--- src/core/scfc_pkg.sv ---
// Constants and types for the SPI 4-bit CRC frame check block.
// Assumes a 125 MHz system clock and a slow SPI link sampled by it.
package scfc_pkg;

  // ***************************************************************
  // Frame layout
  // ***************************************************************
  localparam int FRAME_BITS = 32;
  localparam int CRC_BITS = 4;
  localparam logic [5:0] FRAME_CNT = 6'h20;
  localparam logic [5:0] CNT_MAX = 6'h3f;
  localparam int CMD_SENS_BIT = 28;
  localparam int SRC_MSB = 31;
  localparam int SRC_LSB = 29;
  localparam logic [1:0] ST_OK = 2'h0;
  localparam logic [1:0] ST_ERR = 2'h3;
  localparam logic [3:0] KAC_INIT = 4'h1;
  localparam logic [3:0] CRC_ZERO = 4'h0;

  // ***************************************************************
  // Registers
  // ***************************************************************
  localparam logic [7:0] ADDR_CFG = 8'h00;
  localparam logic [7:0] ADDR_STAT = 8'h04;
  localparam logic [7:0] ADDR_MASK = 8'h08;
  localparam logic [7:0] ADDR_CMD = 8'h0c;
  localparam int CFG_SEED_LSB = 0;
  localparam int CFG_WID_LSB = 4;
  localparam logic [5:0] CFG_RST = 6'h00;
  localparam logic [1:0] WID_8 = 2'h0;
  localparam logic [1:0] WID_4 = 2'h1;
  localparam logic [1:0] WID_3 = 2'h2;
  localparam int STAT_W = 3;
  localparam int STAT_CRC_ERR = 0;
  localparam int STAT_CMD = 1;
  localparam int STAT_LEN_ERR = 2;

  typedef enum logic [1:0] {
    SCFC_IDLE = 2'b01,
    SCFC_WAIT = 2'b10
  } scfc_state_t;

  // Folds a word into one nibble; equals the x^4+1 remainder.
  function automatic logic [3:0] scfc_fold(input logic [3:0] seed,
                                           input logic [31:0] w);
    logic [3:0] f;
    f = seed;
    for (int i = 0; i < 8; i++) begin
      f = f ^ w[i*4 +: 4];
    end
    return f;
  endfunction

endpackage

--- src/core/scfc_crc_if.sv ---
// Interface carrying one CRC calculation between the core modules.
// Assumes purely combinational use within the system clock domain.
interface scfc_crc_if;
  logic [3:0] seed;
  logic [31:0] word;
  logic [3:0] rem;
  modport calc (input seed, input word, output rem);
  modport user (output seed, output word, input rem);
endinterface

--- src/core/scfc_crc4.sv ---
// Serial-equivalent x^4+1 CRC over one 32-bit word, MSB first.
// Assumes the user drives seed and word from the same clock domain.
module scfc_crc4
  import scfc_pkg::*;
(
  scfc_crc_if.calc crc
);

  // ***************************************************************
  // Shift register unrolled over the word
  // ***************************************************************
  always_comb begin
    logic [3:0] c;
    c = crc.seed;
    for (int i = FRAME_BITS - 1; i >= 0; i--) begin
      c = {c[2:0], c[3] ^ crc.word[i]};
    end
    crc.rem = c;
  end

endmodule // scfc_crc4

--- src/core/scfc_top.sv ---
// SPI frame checker with 4-bit CRC, response builder and counters.
// Assumes SPI mode 0 pins from outside and a classic Wishbone master.
// Contract
// - Register error reply: zero command, status 11, zero 25:24, data, CRC.
// - Data-less sensor error reply: zero command, status 11, detail, CRC.
// - Check CRC over all 32 command bits, MSB first.
// - Drop a command with bad CRC and send the error reply.
// - Preload seed in the checker, then rotate message and CRC in.
// - Command valid only when the final remainder is zero.
// - Both directions use x^4+1 with the configured seed.
// - Response CRC over 32 bits MSB first from seeded register.
// - Four zeros follow the message; result is the CRC field.
// - Sensor replies carry a per-source rolling counter from 0001.
// - CRC width defaults to 8 bits; software may select shorter. Here only the 4-bit setting checks and generates a CRC; other widths use none.
//
// Design decisions made here: the placing of the registers and register access over Wishbone.
module scfc_top
  import scfc_pkg::*;
#(
  parameter int N_SRC = 8
) (
  input wire logic clk_i,
  input wire logic rst_i,
  input wire logic [7:0] adr_i,
  input wire logic [31:0] dat_i,
  output logic [31:0] dat_o,
  input wire logic we_i,
  input wire logic [3:0] sel_i,
  input wire logic cyc_i,
  input wire logic stb_i,
  output logic ack_o,
  input wire logic sclk_i,
  input wire logic cs_n_i,
  input wire logic mosi_i,
  output logic miso_o,
  output logic miso_oe_o,
  output logic cmd_valid_o,
  output logic [31:0] cmd_o,
  input wire logic rsp_valid_i,
  input wire logic rsp_error_i,
  input wire logic rsp_has_data_i,
  input wire logic [15:0] rsp_data_i,
  input wire logic [1:0] rsp_detail_i,
  output logic irq_o
);

  if (N_SRC != (1 << (SRC_MSB - SRC_LSB + 1))) begin : g_chk
    $error("N_SRC must match the source identifier width.");
  end

  // ***************************************************************
  // Pin synchronisers
  // ***************************************************************
  logic [2:0] sclk_q;
  logic [2:0] cs_q;
  logic [1:0] mosi_q;

  always_ff @(posedge clk_i) begin
    if (rst_i) begin
      sclk_q <= 3'h0;
      cs_q <= 3'h7;
      mosi_q <= 2'h0;
    end else begin
      sclk_q <= {sclk_q[1:0], sclk_i};
      cs_q <= {cs_q[1:0], cs_n_i};
      mosi_q <= {mosi_q[0], mosi_i};
    end
  end

  logic active;
  logic sclk_rise;
  logic sclk_fall;
  logic cs_fall;
  logic cs_rise;
  assign active = ~cs_q[1];
  assign sclk_rise = sclk_q[1] & ~sclk_q[2];
  assign sclk_fall = ~sclk_q[1] & sclk_q[2];
  assign cs_fall = ~cs_q[1] & cs_q[2];
  assign cs_rise = cs_q[1] & ~cs_q[2];

  // ***************************************************************
  // State
  // ***************************************************************
  scfc_state_t state_r, state_nxt;
  logic [31:0] rx_r, rx_nxt;
  logic [31:0] tx_r, tx_nxt;
  logic [5:0] cnt_r, cnt_nxt;
  logic miso_r, miso_nxt;
  logic oe_r, oe_nxt;
  logic [31:0] cmd_r, cmd_nxt;
  logic cmdv_r, cmdv_nxt;
  logic [3:0] kac_r [N_SRC];
  logic [3:0] kac_nxt [N_SRC];
  logic [5:0] cfg_r, cfg_nxt;
  logic [STAT_W-1:0] stat_r, stat_nxt;
  logic [STAT_W-1:0] mask_r, mask_nxt;
  logic [31:0] dat_r, dat_nxt;
  logic ack_r, ack_nxt;
  logic irq_r, irq_nxt;
  logic cfg_wr_r, cfg_wr_nxt;

  logic [3:0] seed;
  logic wid4;
  logic frame_end;
  logic crc_ok;
  logic build_err;
  logic load;
  logic [SRC_MSB-SRC_LSB:0] src;
  logic [31:0] frame_w;
  logic [3:0] echo;
  logic [3:0] kac_w;
  assign seed = cfg_r[CFG_SEED_LSB +: 4];
  assign wid4 = cfg_r[CFG_WID_LSB +: 2] == WID_4;
  assign src = cmd_r[SRC_MSB:SRC_LSB];
  assign echo = {cmd_r[CMD_SENS_BIT], cmd_r[SRC_MSB:SRC_LSB]};
  assign kac_w = wid4 ? kac_r[src] : CRC_ZERO;

  // ***************************************************************
  // CRC units
  // ***************************************************************
  scfc_crc_if chk_if ();
  scfc_crc_if gen_if ();
  scfc_crc4 u_chk (.crc(chk_if.calc));
  scfc_crc4 u_gen (.crc(gen_if.calc));

  assign chk_if.seed = seed;
  assign chk_if.word = rx_r;
  assign gen_if.seed = seed;
  assign gen_if.word = {frame_w[31:4], CRC_ZERO};

  assign frame_end = cs_rise & (cnt_r == FRAME_CNT);
  assign crc_ok = ~wid4 | (chk_if.rem == CRC_ZERO);
  assign build_err = frame_end & ~crc_ok;
  assign load = (state_r == SCFC_WAIT) & rsp_valid_i & ~active;

  // ***************************************************************
  // Response frame
  // ***************************************************************
  always_comb begin
    if (build_err) begin
      frame_w = {4'h0, ST_ERR, 2'h0, 16'h0, 4'h0, CRC_ZERO};
    end else if (cmd_r[CMD_SENS_BIT]) begin
      if (rsp_error_i & ~rsp_has_data_i) begin
        frame_w = {4'h0, ST_ERR, 2'h0, 14'h0, rsp_detail_i, 4'h0,
                   CRC_ZERO};
      end else begin
        frame_w = {echo, rsp_error_i ? ST_ERR : ST_OK, rsp_data_i,
                   rsp_detail_i, kac_w, CRC_ZERO};
      end
    end else if (rsp_error_i) begin
      frame_w = {4'h0, ST_ERR, 2'h0, rsp_data_i, 4'h0, CRC_ZERO};
    end else begin
      frame_w = {echo, ST_OK, 2'h0, rsp_data_i, 4'h0, CRC_ZERO};
    end
  end

  // ***************************************************************
  // Link and response logic
  // ***************************************************************
  always_comb begin
    state_nxt = state_r;
    rx_nxt = rx_r;
    tx_nxt = tx_r;
    cnt_nxt = cnt_r;
    miso_nxt = miso_r;
    oe_nxt = active;
    cmd_nxt = cmd_r;
    cmdv_nxt = 1'b0;
    kac_nxt = kac_r;
    if (cs_fall) begin
      cnt_nxt = 6'h00;
      miso_nxt = tx_r[31];
      tx_nxt = {tx_r[30:0], 1'b0};
    end else if (active & sclk_rise) begin
      rx_nxt = {rx_r[30:0], mosi_q[1]};
      if (cnt_r != CNT_MAX) begin
        cnt_nxt = cnt_r + 6'h01;
      end
    end else if (active & sclk_fall) begin
      miso_nxt = tx_r[31];
      tx_nxt = {tx_r[30:0], 1'b0};
    end
    if (build_err) begin
      tx_nxt = {frame_w[31:4], wid4 ? gen_if.rem : CRC_ZERO};
      state_nxt = SCFC_IDLE;
    end else if (frame_end) begin
      cmd_nxt = rx_r;
      cmdv_nxt = 1'b1;
      state_nxt = SCFC_WAIT;
    end else if (load) begin
      tx_nxt = {frame_w[31:4], wid4 ? gen_if.rem : CRC_ZERO};
      state_nxt = SCFC_IDLE;
      if (wid4 & cmd_r[CMD_SENS_BIT] & (rsp_has_data_i | ~rsp_error_i)) begin
        kac_nxt[src] = kac_r[src] + 4'h1;
      end
    end
  end

  always_ff @(posedge clk_i) begin
    if (rst_i) begin
      state_r <= SCFC_IDLE;
      rx_r <= 32'h0;
      tx_r <= 32'h0;
      cnt_r <= 6'h00;
      miso_r <= 1'b0;
      oe_r <= 1'b0;
      cmd_r <= 32'h0;
      cmdv_r <= 1'b0;
      for (int i = 0; i < N_SRC; i++) begin
        kac_r[i] <= KAC_INIT;
      end
    end else begin
      state_r <= state_nxt;
      rx_r <= rx_nxt;
      tx_r <= tx_nxt;
      cnt_r <= cnt_nxt;
      miso_r <= miso_nxt;
      oe_r <= oe_nxt;
      cmd_r <= cmd_nxt;
      cmdv_r <= cmdv_nxt;
      kac_r <= kac_nxt;
    end
  end

  // ***************************************************************
  // Wishbone registers and interrupt
  // ***************************************************************
  always_comb begin
    logic req;
    logic [STAT_W-1:0] set;
    logic [STAT_W-1:0] clr;
    req = cyc_i & stb_i & ~ack_r;
    set = '0;
    clr = '0;
    cfg_nxt = cfg_r;
    mask_nxt = mask_r;
    dat_nxt = dat_r;
    cfg_wr_nxt = cfg_wr_r;
    ack_nxt = req;
    set[STAT_CRC_ERR] = build_err;
    set[STAT_CMD] = frame_end & crc_ok;
    set[STAT_LEN_ERR] = cs_rise & (cnt_r != FRAME_CNT);
    if (req & we_i & sel_i[0]) begin
      if (adr_i == ADDR_CFG) begin
        cfg_nxt = dat_i[5:0];
        cfg_wr_nxt = 1'b1;
      end else if (adr_i == ADDR_MASK) begin
        mask_nxt = dat_i[STAT_W-1:0];
      end
    end
    if (req & ~we_i) begin
      if (adr_i == ADDR_CFG) begin
        dat_nxt = {26'h0, cfg_r};
      end else if (adr_i == ADDR_STAT) begin
        dat_nxt = {{(32-STAT_W){1'b0}}, stat_r};
        clr = '1;
      end else if (adr_i == ADDR_MASK) begin
        dat_nxt = {{(32-STAT_W){1'b0}}, mask_r};
      end else if (adr_i == ADDR_CMD) begin
        dat_nxt = cmd_r;
      end else begin
        dat_nxt = 32'h0;
      end
    end
    stat_nxt = (stat_r & ~clr) | set;
    irq_nxt = |(stat_r & mask_r);
  end

  always_ff @(posedge clk_i) begin
    if (rst_i) begin
      cfg_r <= CFG_RST;
      mask_r <= '0;
      stat_r <= '0;
      dat_r <= 32'h0;
      ack_r <= 1'b0;
      irq_r <= 1'b0;
      cfg_wr_r <= 1'b0;
    end else begin
      cfg_r <= cfg_nxt;
      mask_r <= mask_nxt;
      stat_r <= stat_nxt;
      dat_r <= dat_nxt;
      ack_r <= ack_nxt;
      irq_r <= irq_nxt;
      cfg_wr_r <= cfg_wr_nxt;
    end
  end

  assign dat_o = dat_r;
  assign ack_o = ack_r;
  assign irq_o = irq_r;
  assign miso_o = miso_r;
  assign miso_oe_o = oe_r;
  assign cmd_valid_o = cmdv_r;
  assign cmd_o = cmd_r;
endmodule // scfc_top
--- config.mk ---
export PLATFORM = sky130hd
export DESIGN_NAME = scfc_top
export DESIGN_NICKNAME = d
export VERILOG_FILES = /design/src/core/scfc_pkg.sv /design/src/core/scfc_crc_if.sv /design/src/core/scfc_crc4.sv /design/src/core/scfc_top.sv
export SDC_FILE = /design/constraint.sdc
export NUM_CORES = 1
export LEC_CHECK = 0
export BUFFER_PORTS_ARGS = -buffer_cell sky130_fd_sc_hd__buf_2
export CORE_MARGIN = 4
export CORE_UTILIZATION = 35
export CTS_CLUSTER_SIZE = 12
export DETAILED_ROUTE_END_ITERATION = 12
export SETUP_SLACK_MARGIN = 0.05
export SYNTH_ARGS = -nofsm -noshare
export SYNTH_HDL_FRONTEND = slang
export SYNTH_SLANG_ARGS = --single-unit
--- constraint.sdc ---
create_clock -name clk_i -period 3.2 [get_ports clk_i]
set_clock_uncertainty 0.05 [all_clocks]
set_input_delay 0.48 -clock clk_i [delete_from_list [all_inputs] [get_ports clk_i]]
set_output_delay 0.48 -clock clk_i [all_outputs]
set_load 0.02 [all_outputs]
After elaboration in Yosys (flattened, before gate mapping):

Index checks and enable logic that the tools add are counted.

* word-level logic and storage cells: 186
* output and inout port bits: 69
* register bits after elaboration: 193

* bitwise logic cells: 101
* mux-type cells: 32
* reduce and logical (&&, ||, !) cells: 15
* eq/ne operators: 9
* $add $sub $neg: 2
* order comparisons: 2

Operator list (count)
* 32-bit 2-to-1 mux: 13
* 1-bit XOR: 60
* 32-bit bitwise mux: 1
* 31-bit 2-to-1 mux: 1
* 1-bit bitwise AND: 20
* 4-bit 2-to-1 mux: 5
* 8-bit by 4-bit equality test with 1-bit output, second input constant: 2
* 1-bit NOT: 14
* 4-bit binary-select mux with 3-bit select: 1
* 4-bit demux with 3-bit select: 1
* 6-bit != test, second input constant: 2
* 2-bit AND reduction: 5
* 3-bit 2-to-1 mux: 3
* 8-bit by 3-bit equality test with 1-bit output, second input constant: 1
* 8-bit zero test: 1
* 6-bit by 1-bit adder with 6-bit output, second input constant: 1
* 3-bit bitwise AND: 2
* 6-bit equality test, second input constant: 1
* 2-bit 2-to-1 mux: 3
* 4-bit by 1-bit adder with 4-bit output, second input constant: 1
* 4-bit >= comparator, second input constant: 1
* 4-bit zero test: 1
* 4-bit by 1-bit less-than comparator with 1-bit output, second input constant: 1
* 1-bit 2-to-1 mux: 4
* other kinds (13): 16

Longest topological paths before layout:

Gate-level depths: netlist of the first run.

* depth in word-level cells: 24
* gate-level depth with buffers: 10
* gate-level depth less buffers: 8

Modules after synthesis:

Synthesis of the first run repeated with hierarchy kept, for this count alone.

* cell total of the unflattened synthesis: 963
* area total of the unflattened synthesis: 8739.6 µm²

By module, submodules not included
* scfc_top: area each 8079.0 µm², times used 1, cells an instance 907
* scfc_crc4: area each 330.3 µm², times used 2, cells an instance 28

Least setup slack after synthesis of the first run:

Ideal clock, no wire load.

* kind: register to register
* start point: register cmd_r[30], in the netlist cmd_o[30]
* end point: register kac_r[18] (netlist bit)
* slack: 0.705 ns
* clock period less this slack: 2.495 ns
* library setup time: 0.065 ns
* data arrival time: 2.379 ns
* cell stages (with the launch flop): 11
* buffers on the path: 3
* data required time: 3.085 ns
* path through: dfxtp_1 buf_4 buf_2 mux2i_1 o32ai_1 a211o_1 clkbuf_1 ha_1 xnor2_1 mux2i_1 nor2_1

* cells in the longest elaborated chain, start to end: 6
* elaborated cells on any way between the ends: 11
* classes of those cells: add/sub (1); order compare (2); mux (6); bitwise (1); reduce/logical (1)

RTL lines
* start, declared: line scfc_top.sv:90 `logic [31:0] cmd_r, cmd_nxt;`
* start signal, assigned: line scfc_top.sv:219 `cmd_r <= cmd_nxt;`
* 3-bit NOT with 4-bit output (not written as such) *: line scfc_top.sv:194 `kac_nxt[src] = kac_r[src] + 4'h1;`
* 4-bit binary-select mux with 3-bit select (tied with other cells): line scfc_top.sv:194
* 4-bit 2-to-1 mux (not written as such) / 1-bit logical AND (equally long branches): line scfc_top.sv:194
* 4-bit 2-to-1 mux (not written as such): line scfc_top.sv:194
* 4-bit by 1-bit adder with 4-bit output / 4-bit demux with 3-bit select (equally long branches): line scfc_top.sv:194
* 32-bit bitwise mux *: line scfc_top.sv:194
* end signal, assigned: line scfc_top.sv:221 `kac_r <= kac_nxt;`
* end, declared: line scfc_top.sv:92 `logic [3:0] kac_r [N_SRC];`

Mark *: on every way between the ends. The rest lies on a longest branch, timed or not. The select of a mux whose other input is x is not followed.
A chain may end at the register's enable or synchronous reset.

Final worst setup path of the first run:

* start point: register cmd_r[31], in the netlist cmd_o[31]
* end point: register tx_r[3]

* cells in the longest elaborated chain, start to end: 13

RTL lines
* 3-bit NOT with 4-bit output (not written as such) *: line scfc_top.sv:116 `assign kac_w = wid4 ? kac_r[src] : CRC_ZERO;`
* 4-bit binary-select mux with 3-bit select *: line scfc_top.sv:116
* 4-bit 2-to-1 mux (not written as such) * (2 in series): line scfc_top.sv:116
* 4-bit 2-to-1 mux *: line scfc_top.sv:116
* 32-bit 2-to-1 mux *: line scfc_top.sv:143 `if (rsp_error_i & ~rsp_has_data_i) begin`
* 32-bit 2-to-1 mux *: line scfc_top.sv:142 `end else if (cmd_r[CMD_SENS_BIT]) begin`
* 32-bit 2-to-1 mux *: line scfc_top.sv:140 `if (build_err) begin`
* 1-bit XOR *: line scfc_crc4.sv:16 `c = {c[2:0], c[3] ^ crc.word[i]};`
* 4-bit 2-to-1 mux *: line scfc_top.sv:184, scfc_top.sv:191
* 32-bit 2-to-1 mux: line scfc_top.sv:190 `end else if (load) begin`
* 32-bit 2-to-1 mux: line scfc_top.sv:186 `end else if (frame_end) begin`
* 32-bit 2-to-1 mux *: line scfc_top.sv:183 `if (build_err) begin`
* end signal, assigned: line scfc_top.sv:215 `tx_r <= tx_nxt;`
* end, declared: line scfc_top.sv:86 `logic [31:0] tx_r, tx_nxt;`

Marked as above.

==> out/metrics.cfg, run 1 <==
[run_status]
run_status=completed

[logic_synthesis]
yosys_warn_count=0
post_synthesis_instance_area_mm2=0.00853
synth_edf_count=0
ys_seq_elements=193
syn_area_per_cell_um2=9.37
ys_seq_area_frac=0.453
mappedNetlistNets=987
synthArstFlopShare=0
ys_dominant_reg_cell=sky130_fd_sc_hd__dfxtp_1
post_synth_inst_count=911
yosys.cell_types.count=60

[clock_tree]
ctsResizeCount=0
ctsHtreeMaxLevel=4
tritoncts=built
holdBufCountCts=0
insertion_delay_ps=440
clock_sinks=193
worst_setup_hold_path_clk_slew_ps=70
numCtsBuffers=17
clk_path_buf_depth=2
clock_tree.root_cell=sky130_fd_sc_hd__clkbuf_16
cts_post_setup_buffers_inserted=0

[detailed_routing]
drtIter0Drc=564
totalWireLength_mm=20.8
route.vias.total=6691
route.antenna.remaining_nets=0
drt_drc_violations_left=0
drt_pass1_iterations=5
route.detailed.vias_per_inst=5.02
avgRoutedWirePerCell_um=15.6

[cells_and_area]
layout_commonest_cell=sky130_fd_sc_hd__dfxtp_1
drive_gt1_frac=0.206
mostFrequentLayoutCells=sky130_fd_sc_hd__dfxtp_1, sky130_fd_sc_hd__nor2_1, sky130_fd_sc_hd__buf_2, sky130_fd_sc_hd__nand2_1, sky130_fd_sc_hd__mux2i_1
syn_to_final_growth_pct=17.6
nNetsFinal=1078
diodes=0
final_core_utilization=0.422
layout.filler_cells=2302

[setup_path]
worst_ep_required_time_ps=3470
cp_max_fo=15
timing.critical_path.from_type=register
arrival_ps=3000
ws_path_type=reg2reg
timing.critical_path.to_type=register

[place]
hpwl_mm=14.3
place_congestion=0.841
place.port_buffers=112
placement.setup.worst_slack_ps=398

[worst_hold_path]
holdCritPathClass=in2reg

[timing]
fmaxAchievable_mhz=367
slew_viol_final=0
post-route-period-util=0.853
fin_tns_setup_ps=0
setup_ws_ps=472
timing.max_slew.rel_slack=0.481
worstMarginPinSlew_ps=776
rsz0062_at_grt=false
finalHoldViolCount=0
report.final.setup_viol=0
layout_min_cycle_time_ps=2730

[die]
core_region_area_mm2=0.0238
start_util=0.359
placement_row_count=56
die_h_um=164
floorplan.die.width_um=164
top_level_ports=142
fp.dieArea_mm2=0.0269

[pwr]
ir_worst_vdd_v=0.000355
leakagePower_uw=0.00433
power.density_mw_per_mm2=489

[grt]
grt_start_max_net_pins=63
grt_antenna_before_repair=1
vias_in_the_first_global_route=6464
grt_usage=0.156
grt_overflow=0
grt_pass1_wl_mm=33.7

[run]
max_cap_viol_count=0

## cells by family (layout without fill, tap and decap cells)
family                   count (synthesis)  after routing  share of synthesized area
AND/OR/NAND/NOR                        306            306                      0.153
flip-flops                             193            193                      0.453
AO/OA/AOI/OAI                          171            171                      0.151
multiplexers                           104            104                      0.126
buffers and inverters                   76            180                     0.0408
XOR/XNOR                                58             58                     0.0717
adder cells (fa/ha/maj)                  3              3                    0.00440
## registers in the layout, summed over array words and instances (netlist names), 6 cells and up
name / flops
chk_if.word: 32
cmd_o: 32
dat_o: 32
kac_r: 32
tx_r: 32
cfg_r: 6
cnt_r: 6
## path summary, 6_finish.rpt
kind	cells past startpoint	end	slack, ps	start
min reg2reg	1	cs_q[1]$_SDFF_PP1_	370	cs_q[0]$_SDFF_PP1_
max	8	tx_r[3]$_SDFF_PP0_	470	cmd_o[31]$_SDFFE_PP0P_
max reg2reg	8	tx_r[3]$_SDFF_PP0_	470	cmd_o[31]$_SDFFE_PP0P_
min	2	mosi_q[0]$_SDFF_PP0_	200	mosi_i
## metrics by stage
step	area [um^2]	total power [uW]	hold slack (ps)	std cells
finish	10000	4910	198	1334
global route	10000	5080	201	1334
CTS	10000	4960	184	1334
detailed placement	9400	2670	355	1302
global placement	9400	2670	353	1302
floorplan	8530	2600	339	911
## power by group
part,internal (uW),switching [uW]
logic,81.4,128
registers,2400,3.68
clock network,1270,1030
total,3750,1160
## synthesized netlist by cell type, types with 4 or more instances
cell type,number,share of area
sky130_fd_sc_hd__nor3_1,5,0.0029
sky130_fd_sc_hd__o21ai_0,9,0.0053
sky130_fd_sc_hd__a211oi_1,8,0.0070
sky130_fd_sc_hd__xnor3_1,7,0.018
sky130_fd_sc_hd__a222oi_1,7,0.0082
sky130_fd_sc_hd__xnor2_1,28,0.029
sky130_fd_sc_hd__a211o_1,8,0.0082
sky130_fd_sc_hd__nand2b_1,4,0.0029
sky130_fd_sc_hd__mux2i_1,95,0.11
sky130_fd_sc_hd__and3_1,4,0.0029
sky130_fd_sc_hd__inv_1,12,0.0053
sky130_fd_sc_hd__nor2_1,138,0.061
sky130_fd_sc_hd__buf_2,8,0.0047
sky130_fd_sc_hd__dfxtp_1,193,0.45
sky130_fd_sc_hd__nor2b_1,12,0.0088
sky130_fd_sc_hd__a22oi_1,27,0.024
sky130_fd_sc_hd__a22o_1,9,0.0092
sky130_fd_sc_hd__clkbuf_1,44,0.019
sky130_fd_sc_hd__buf_6,5,0.0066
sky130_fd_sc_hd__mux2_2,7,0.0092
sky130_fd_sc_hd__nand3_1,12,0.0070
sky130_fd_sc_hd__nand2_1,109,0.048
sky130_fd_sc_hd__o2bb2ai_1,4,0.0041
sky130_fd_sc_hd__buf_4,4,0.0035
sky130_fd_sc_hd__a21oi_1,53,0.031
sky130_fd_sc_hd__o22ai_1,5,0.0037
sky130_fd_sc_hd__a221oi_1,8,0.0082
sky130_fd_sc_hd__xor2_1,22,0.023
sky130_fd_sc_hd__a211oi_2,20,0.029
## metal layers
| layer | part of all wire | GRT usage | routed length (um) |
|---|---|---|---|
| met3 | 0.065 | 0.0432 | 1360 |
| met1 | 0.47 | 0.212 | 9830 |
| met4 | 0.011 | 0.0381 | 235 |
| met5 | 0.00063 | 0 | 13 |
| met2 | 0.45 | 0.245 | 9340 |
## critical path, cell delays in order (launching register included)
cell	delay [ps]
sky130_fd_sc_hd__dfxtp_1	740
sky130_fd_sc_hd__mux2_2	400
sky130_fd_sc_hd__a22o_1	240
sky130_fd_sc_hd__a211oi_2	310
sky130_fd_sc_hd__nor2_1	130
sky130_fd_sc_hd__xnor3_1	400
sky130_fd_sc_hd__nand2_1	80
sky130_fd_sc_hd__xnor2_1	160
sky130_fd_sc_hd__o22ai_1	100
## area by class of cell
class                      count  area (um^2)  area share
multi-input combinational    642         4340       0.433
sequential                   193         3860       0.385
timing repair buffer         135          748      0.0746
clock buffer                  18          429      0.0428
tap                          319          399      0.0398
clock inverter                14          201      0.0201
inverter                      13         48.8     0.00486
(Power assumes the default switching activity.)
==> run 2, diff against run 1 <==
Settings changed: CORE_MARGIN 4 to 2.
==> out/metrics.cfg, run 2 (same netlist as run 1, synthesis figures left out) <==
[cells_and_area]
nNetsFinal=1078  ; unchanged
syn_to_final_growth_pct=17.7  ; about the same
drive_gt1_frac=0.207  ; +0.000985
layout.filler_cells=2452  ; +6.5%
final_core_utilization=0.417  ; -0.00587
mostFrequentLayoutCells=sky130_fd_sc_hd__dfxtp_1, sky130_fd_sc_hd__nor2_1, sky130_fd_sc_hd__buf_2, sky130_fd_sc_hd__nand2_1, sky130_fd_sc_hd__mux2i_1
seq_area_mm2=0.00386  ; unchanged
combined_area_of_the_multi_input_logic_cells_mm2=0.00434  ; unchanged
layout_commonest_cell=sky130_fd_sc_hd__dfxtp_1

[detailed_routing]
top_layer_used=met4
route.detailed.vias_per_inst=5.00  ; -0.37%
totalWireLength_mm=20.6  ; -0.58%
wl_met2_mm=9.16  ; -1.9%
route.vias.total=6701  ; +0.15%
avgRoutedWirePerCell_um=15.4  ; -1.1%
drtIter0Drc=493  ; -13%
drt_pass1_iterations=6  ; +1
wl_met1_mm=10.1  ; +2.8%
drt_drc_violations_left=0  ; unchanged
met3WireLength_mm=1.11  ; -18%
route.antenna.remaining_nets=0  ; unchanged

[clock_tree]
holdBufCountCts=0  ; unchanged
worst_setup_hold_path_clk_slew_ps=80  ; about the same
clock_sinks=193  ; unchanged
clk_path_buf_depth=2  ; unchanged
numCtsBuffers=17  ; unchanged
tritoncts=built
ctsHtreeMaxLevel=4  ; unchanged
ctsResizeCount=0  ; unchanged
insertion_delay_ps=440  ; about the same
cts_post_setup_buffers_inserted=0  ; unchanged
clock_tree.root_cell=sky130_fd_sc_hd__clkbuf_16

[die]
fp.dieArea_mm2=0.0256  ; -4.8%
start_util=0.354  ; -0.00526
die_h_um=160  ; -2.4%
placement_row_count=57  ; +1.8%
core_region_area_mm2=0.0241  ; +1.5%
top_level_ports=142  ; unchanged
floorplan.die.width_um=160  ; -2.4%

[pwr]
power.density_mw_per_mm2=485  ; -0.93%
leakagePower_uw=0.00432  ; -0.18%
ir_worst_vdd_v=0.000292  ; -18%

[grt]
grt_start_max_net_pins=64  ; +1.6%
grt_antenna_before_repair=2  ; +1
grt_pass1_wl_mm=33.0  ; -1.9%
grt_overflow=0  ; unchanged
vias_in_the_first_global_route=6198  ; -4.1%
grt_usage=0.160  ; +0.00407

[setup_path]
worst_ep_required_time_ps=3470  ; about the same
arrival_ps=3050  ; +50 ps
timing.critical_path.from_type=register
ws_path_type=reg2reg
cp_max_fo=17  ; +2
timing.critical_path.to_type=register

[place]
place.port_buffers=112  ; unchanged
place_congestion=0.818  ; -2.7%
hpwl_mm=14.2  ; -0.73%

[timing]
layout_min_cycle_time_ps=2780  ; +51.4 ps
fmaxAchievable_mhz=360  ; -1.8%
finalHoldViolCount=0  ; unchanged
timing.max_slew.rel_slack=0.464  ; -0.0172
report.final.setup_viol=0  ; unchanged
worstMarginPinSlew_ps=801  ; +25.8 ps
fin_tns_setup_ps=0  ; unchanged
post-route-period-util=0.869  ; +0.0161
slew_viol_final=0  ; unchanged
rsz0062_at_grt=false

[run]
max_cap_viol_count=0  ; unchanged

[run_status]
run_status=completed

[worst_hold_path]
holdCritPathClass=in2reg

-- run 2: final timing paths --
kind / start / end / slack, ps / cells after the start
max: cmd_o[31]$_SDFFE_PP0P_ / tx_r[3]$_SDFF_PP0_ / 420 / 8
min: sclk_i / sclk_q[0]$_SDFF_PP0_ / 200 / 2
max reg2reg: cmd_o[31]$_SDFFE_PP0P_ / tx_r[3]$_SDFF_PP0_ / 420 / 8
min reg2reg: cs_q[0]$_SDFF_PP1_ / cs_q[1]$_SDFF_PP1_ / 360 / 1
-- run 2: per-layer routing --
metal | vias to the layer above | track usage
li1 | 3353 | -
met1 | 3173 | 0.219
met2 | 154 | 0.250
met3 | 21 | 0.0384
met4 | 0 | 0.0479
met5 | - | 0
-- run 2: area by class of cell --
class	instances	area share
repair buffers	135	0.0745
inverters	13	0.00486
well taps	324	0.0404
clock buffers	18	0.0437
diodes	2	0.000498
flip-flops and latches	193	0.385
multi-input cells	642	0.433
clock inverters	14	0.0187
-- run 2: report_power, final --
part	switching, uW	internal [uW]	total (uW)
clock	1030	1220	2250
combinational	126	81.0	207
sequential	3.62	2400	2410
total	1160	3700	4870
-- run 2: stage by stage --
step	hold slack [ps]	cells	setup WS, ps	instance area (um^2)	power, uW
finish	202	1341	420	10000	4870
global route	196	1340	194	10000	5040
CTS	191	1339	386	10000	4910
detailed placement	348	1307	317	9410	2670
global placement	355	1307	364	9410	2670
floorplan	339	911	705	8530	2600
-- run 2: worst max-delay path, stage by stage, from the launching register on --
cell                       delay (ps)
sky130_fd_sc_hd__dfxtp_1          830
sky130_fd_sc_hd__mux2_2           410
sky130_fd_sc_hd__a22o_1           250
sky130_fd_sc_hd__a211oi_2         260
sky130_fd_sc_hd__nor2_1           130
sky130_fd_sc_hd__xnor3_1          380
sky130_fd_sc_hd__nand2_1           90
sky130_fd_sc_hd__xnor2_1          170
sky130_fd_sc_hd__o22ai_1           90
==> run 3, diff against run 2 <==
Clock period 3.2 ns to 2.3 ns, I/O delays scaled along.
==> out/metrics.cfg, run 3 (same netlist as run 1, synthesis figures left out) <==
[clock_tree]
insertion_delay_ps=440  ; about the same
worst_setup_hold_path_clk_slew_ps=80  ; about the same
ctsHtreeMaxLevel=4  ; unchanged
clk_path_buf_depth=2  ; unchanged
clock_tree.root_cell=sky130_fd_sc_hd__clkbuf_16
tritoncts=built
numCtsBuffers=17  ; unchanged
clock_sinks=193  ; unchanged

[setup_path]
timing.critical_path.to_type=register
timing.critical_path.from_type=register
worst_ep_required_time_ps=2560  ; -910 ps
cp_max_fo=7  ; -10
ff2ff_path_depth=9  ; +1
arrival_ps=2480  ; -570 ps
ws_path_type=reg2reg
max_stage_delay_ps=440  ; -390 ps
crit_path_top_delay_cell=sky130_fd_sc_hd__xnor3_1
timing.critical_path.cells=xnor2_2 -> xnor3_1 -> xnor2_1 -> nand4_1 -> nand2_2 -> nand2_8 -> clkbuf_16 -> mux2i_1 -> nor2_1

[detailed_routing]
drtIter0Drc=416  ; -16%
drt_drc_violations_left=0  ; unchanged
route.detailed.vias_per_inst=4.95  ; -0.98%
totalWireLength_mm=22.0  ; +6.4%
drt_pass1_iterations=8  ; +2
avgRoutedWirePerCell_um=15.6  ; +1.1%
route.antenna.remaining_nets=0  ; unchanged
route.vias.total=6982  ; +4.2%

[timing]
slew_viol_final=0  ; unchanged
report.final.setup_viol=0  ; unchanged
worstMarginPinSlew_ps=497  ; -304 ps
fmaxAchievable_mhz=451  ; +25%
layout_min_cycle_time_ps=2220  ; -562 ps
fin_tns_setup_ps=0  ; unchanged
finalHoldViolCount=0  ; unchanged
rsz0062_at_grt=true
timing.max_slew.rel_slack=0.668  ; +0.204
post-route-period-util=0.964  ; +0.0956

[die]
start_util=0.354  ; unchanged
core_region_area_mm2=0.0241  ; unchanged
placement_row_count=57  ; unchanged
top_level_ports=142  ; unchanged
fp.dieArea_mm2=0.0256  ; unchanged
floorplan.die.width_um=160  ; unchanged
die_h_um=160  ; unchanged

[worst_hold_path]
holdPathStages=2  ; unchanged
holdCritPathClass=in2reg

[grt]
top_usage_layer=met2
grt_pass1_wl_mm=34.0  ; +2.9%
grt_overflow=0  ; unchanged
grtUsageMet2=0.260  ; +0.0100
groute.layer.met1.usage=0.222  ; +0.00382
vias_in_the_first_global_route=6515  ; +5.1%
grt_antenna_before_repair=1  ; -1
groute.layer.met3.usage=0.0418  ; +0.00338
grt_usage=0.164  ; +0.00420
grt_start_max_net_pins=59  ; -7.8%

[cells_and_area]
design_area_mm2=0.0110  ; +9.3%
diodes=0  ; -2
mostFrequentLayoutCells=sky130_fd_sc_hd__dfxtp_1, sky130_fd_sc_hd__nor2_1, sky130_fd_sc_hd__buf_2, sky130_fd_sc_hd__nand2_1, sky130_fd_sc_hd__mux2i_1
layout.filler_cells=2364  ; -3.6%
nNetsFinal=1150  ; +6.7%
layout_commonest_cell=sky130_fd_sc_hd__dfxtp_1
final_core_utilization=0.455  ; +0.0386
syn_to_final_growth_pct=28.6
drive_gt1_frac=0.299  ; +0.0921

[place]
place.port_buffers=112  ; unchanged
place_congestion=0.855  ; +4.5%
hpwl_mm=14.7  ; +3.8%
post_dp_cell_area_mm2=0.00991  ; +5.3%

[pwr]
post-layout-total-power_uw=6680  ; +37%
ir_worst_vdd_v=0.000430  ; +47%
leakagePower_uw=0.00479  ; +11%
power.density_mw_per_mm2=609  ; +26%

[run]
max_cap_viol_count=0  ; unchanged

[run_status]
run_status=completed

[run 3: changes by cell type in the layout (fill, tap and decap cells not counted), moves of 7 or more]
cell	previous run	this run
sky130_fd_sc_hd__dfxtp_2	0	7
sky130_fd_sc_hd__buf_12	1	9
sky130_fd_sc_hd__xnor2_1	28	21
sky130_fd_sc_hd__buf_4	23	77
sky130_fd_sc_hd__dfxtp_1	193	180
sky130_fd_sc_hd__xnor2_2	1	8
[run 3: metal layers]
metal	vias to the layer above	share of wire
li1	3489	-
met1	3321	0.47
met2	144	0.47
met3	26	0.044
met4	2	0.015
met5	-	0.00059
[run 3: final cells by class]
cell class | instances | area, um^2 | area share
Multi-Input combinational cell | 642 | 4530 | 0.413
Sequential cell | 193 | 3890 | 0.355
Timing Repair Buffer | 207 | 1480 | 0.135
Clock buffer | 17 | 425 | 0.0388
Tap cell | 324 | 405 | 0.0370
Clock inverter | 15 | 183 | 0.0167
Inverter | 13 | 48.8 | 0.00445
[run 3: per-stage QoR]
step / hold WS, ps / setup slack, ps / std cells
finish: 79.8 / 82.2 / 1411
floorplan: 339 / 59.6 / 911
global placement: 352 / 18.3 / 1361
global route: 61.8 / -35.1 / 1411
CTS: 62.1 / 52.7 / 1393
detailed placement: 352 / -15.3 / 1361
[run 3: repair_timing]
| action | 4_1_cts | 5_1_grt |
|---|---|---|
| setup buffers | 0 | 14 |
| pin swaps | 0 | 29 |
| gates cloned | 0 | 4 |
| resized for setup | 4 | 61 |
| endpoints found under the setup margin | 20 | 84 |
| hold buffers | 0 | 0 |
[run 3: path summary, 6_finish.rpt]
kind                           endpoint  slack [ps]                         start
setup / recovery  cmd_o[4]$_SDFFE_PP0P_          80  chk_if.word[23]$_SDFFE_PP0P_
hold / removal     mosi_q[0]$_SDFF_PP0_          80                        mosi_i
setup reg to reg  cmd_o[4]$_SDFFE_PP0P_          80  chk_if.word[23]$_SDFFE_PP0P_
hold reg to reg      cs_q[1]$_SDFF_PP1_         370            cs_q[0]$_SDFF_PP1_
[run 3: power breakdown]
group	leakage [uW]	switching (uW)	internal, uW
clock	0.000292	1520	1480
sequential	0.00156	3.75	3340
combinational	0.00294	194	148
[run 3: worst max-delay path, delay by kind of cell, from the launching register on]
family	cells	cell delay, ps
xor+xnor	3	810
simple gates	4	540
mux	1	140
flops	1	360
buf+inv	1	190
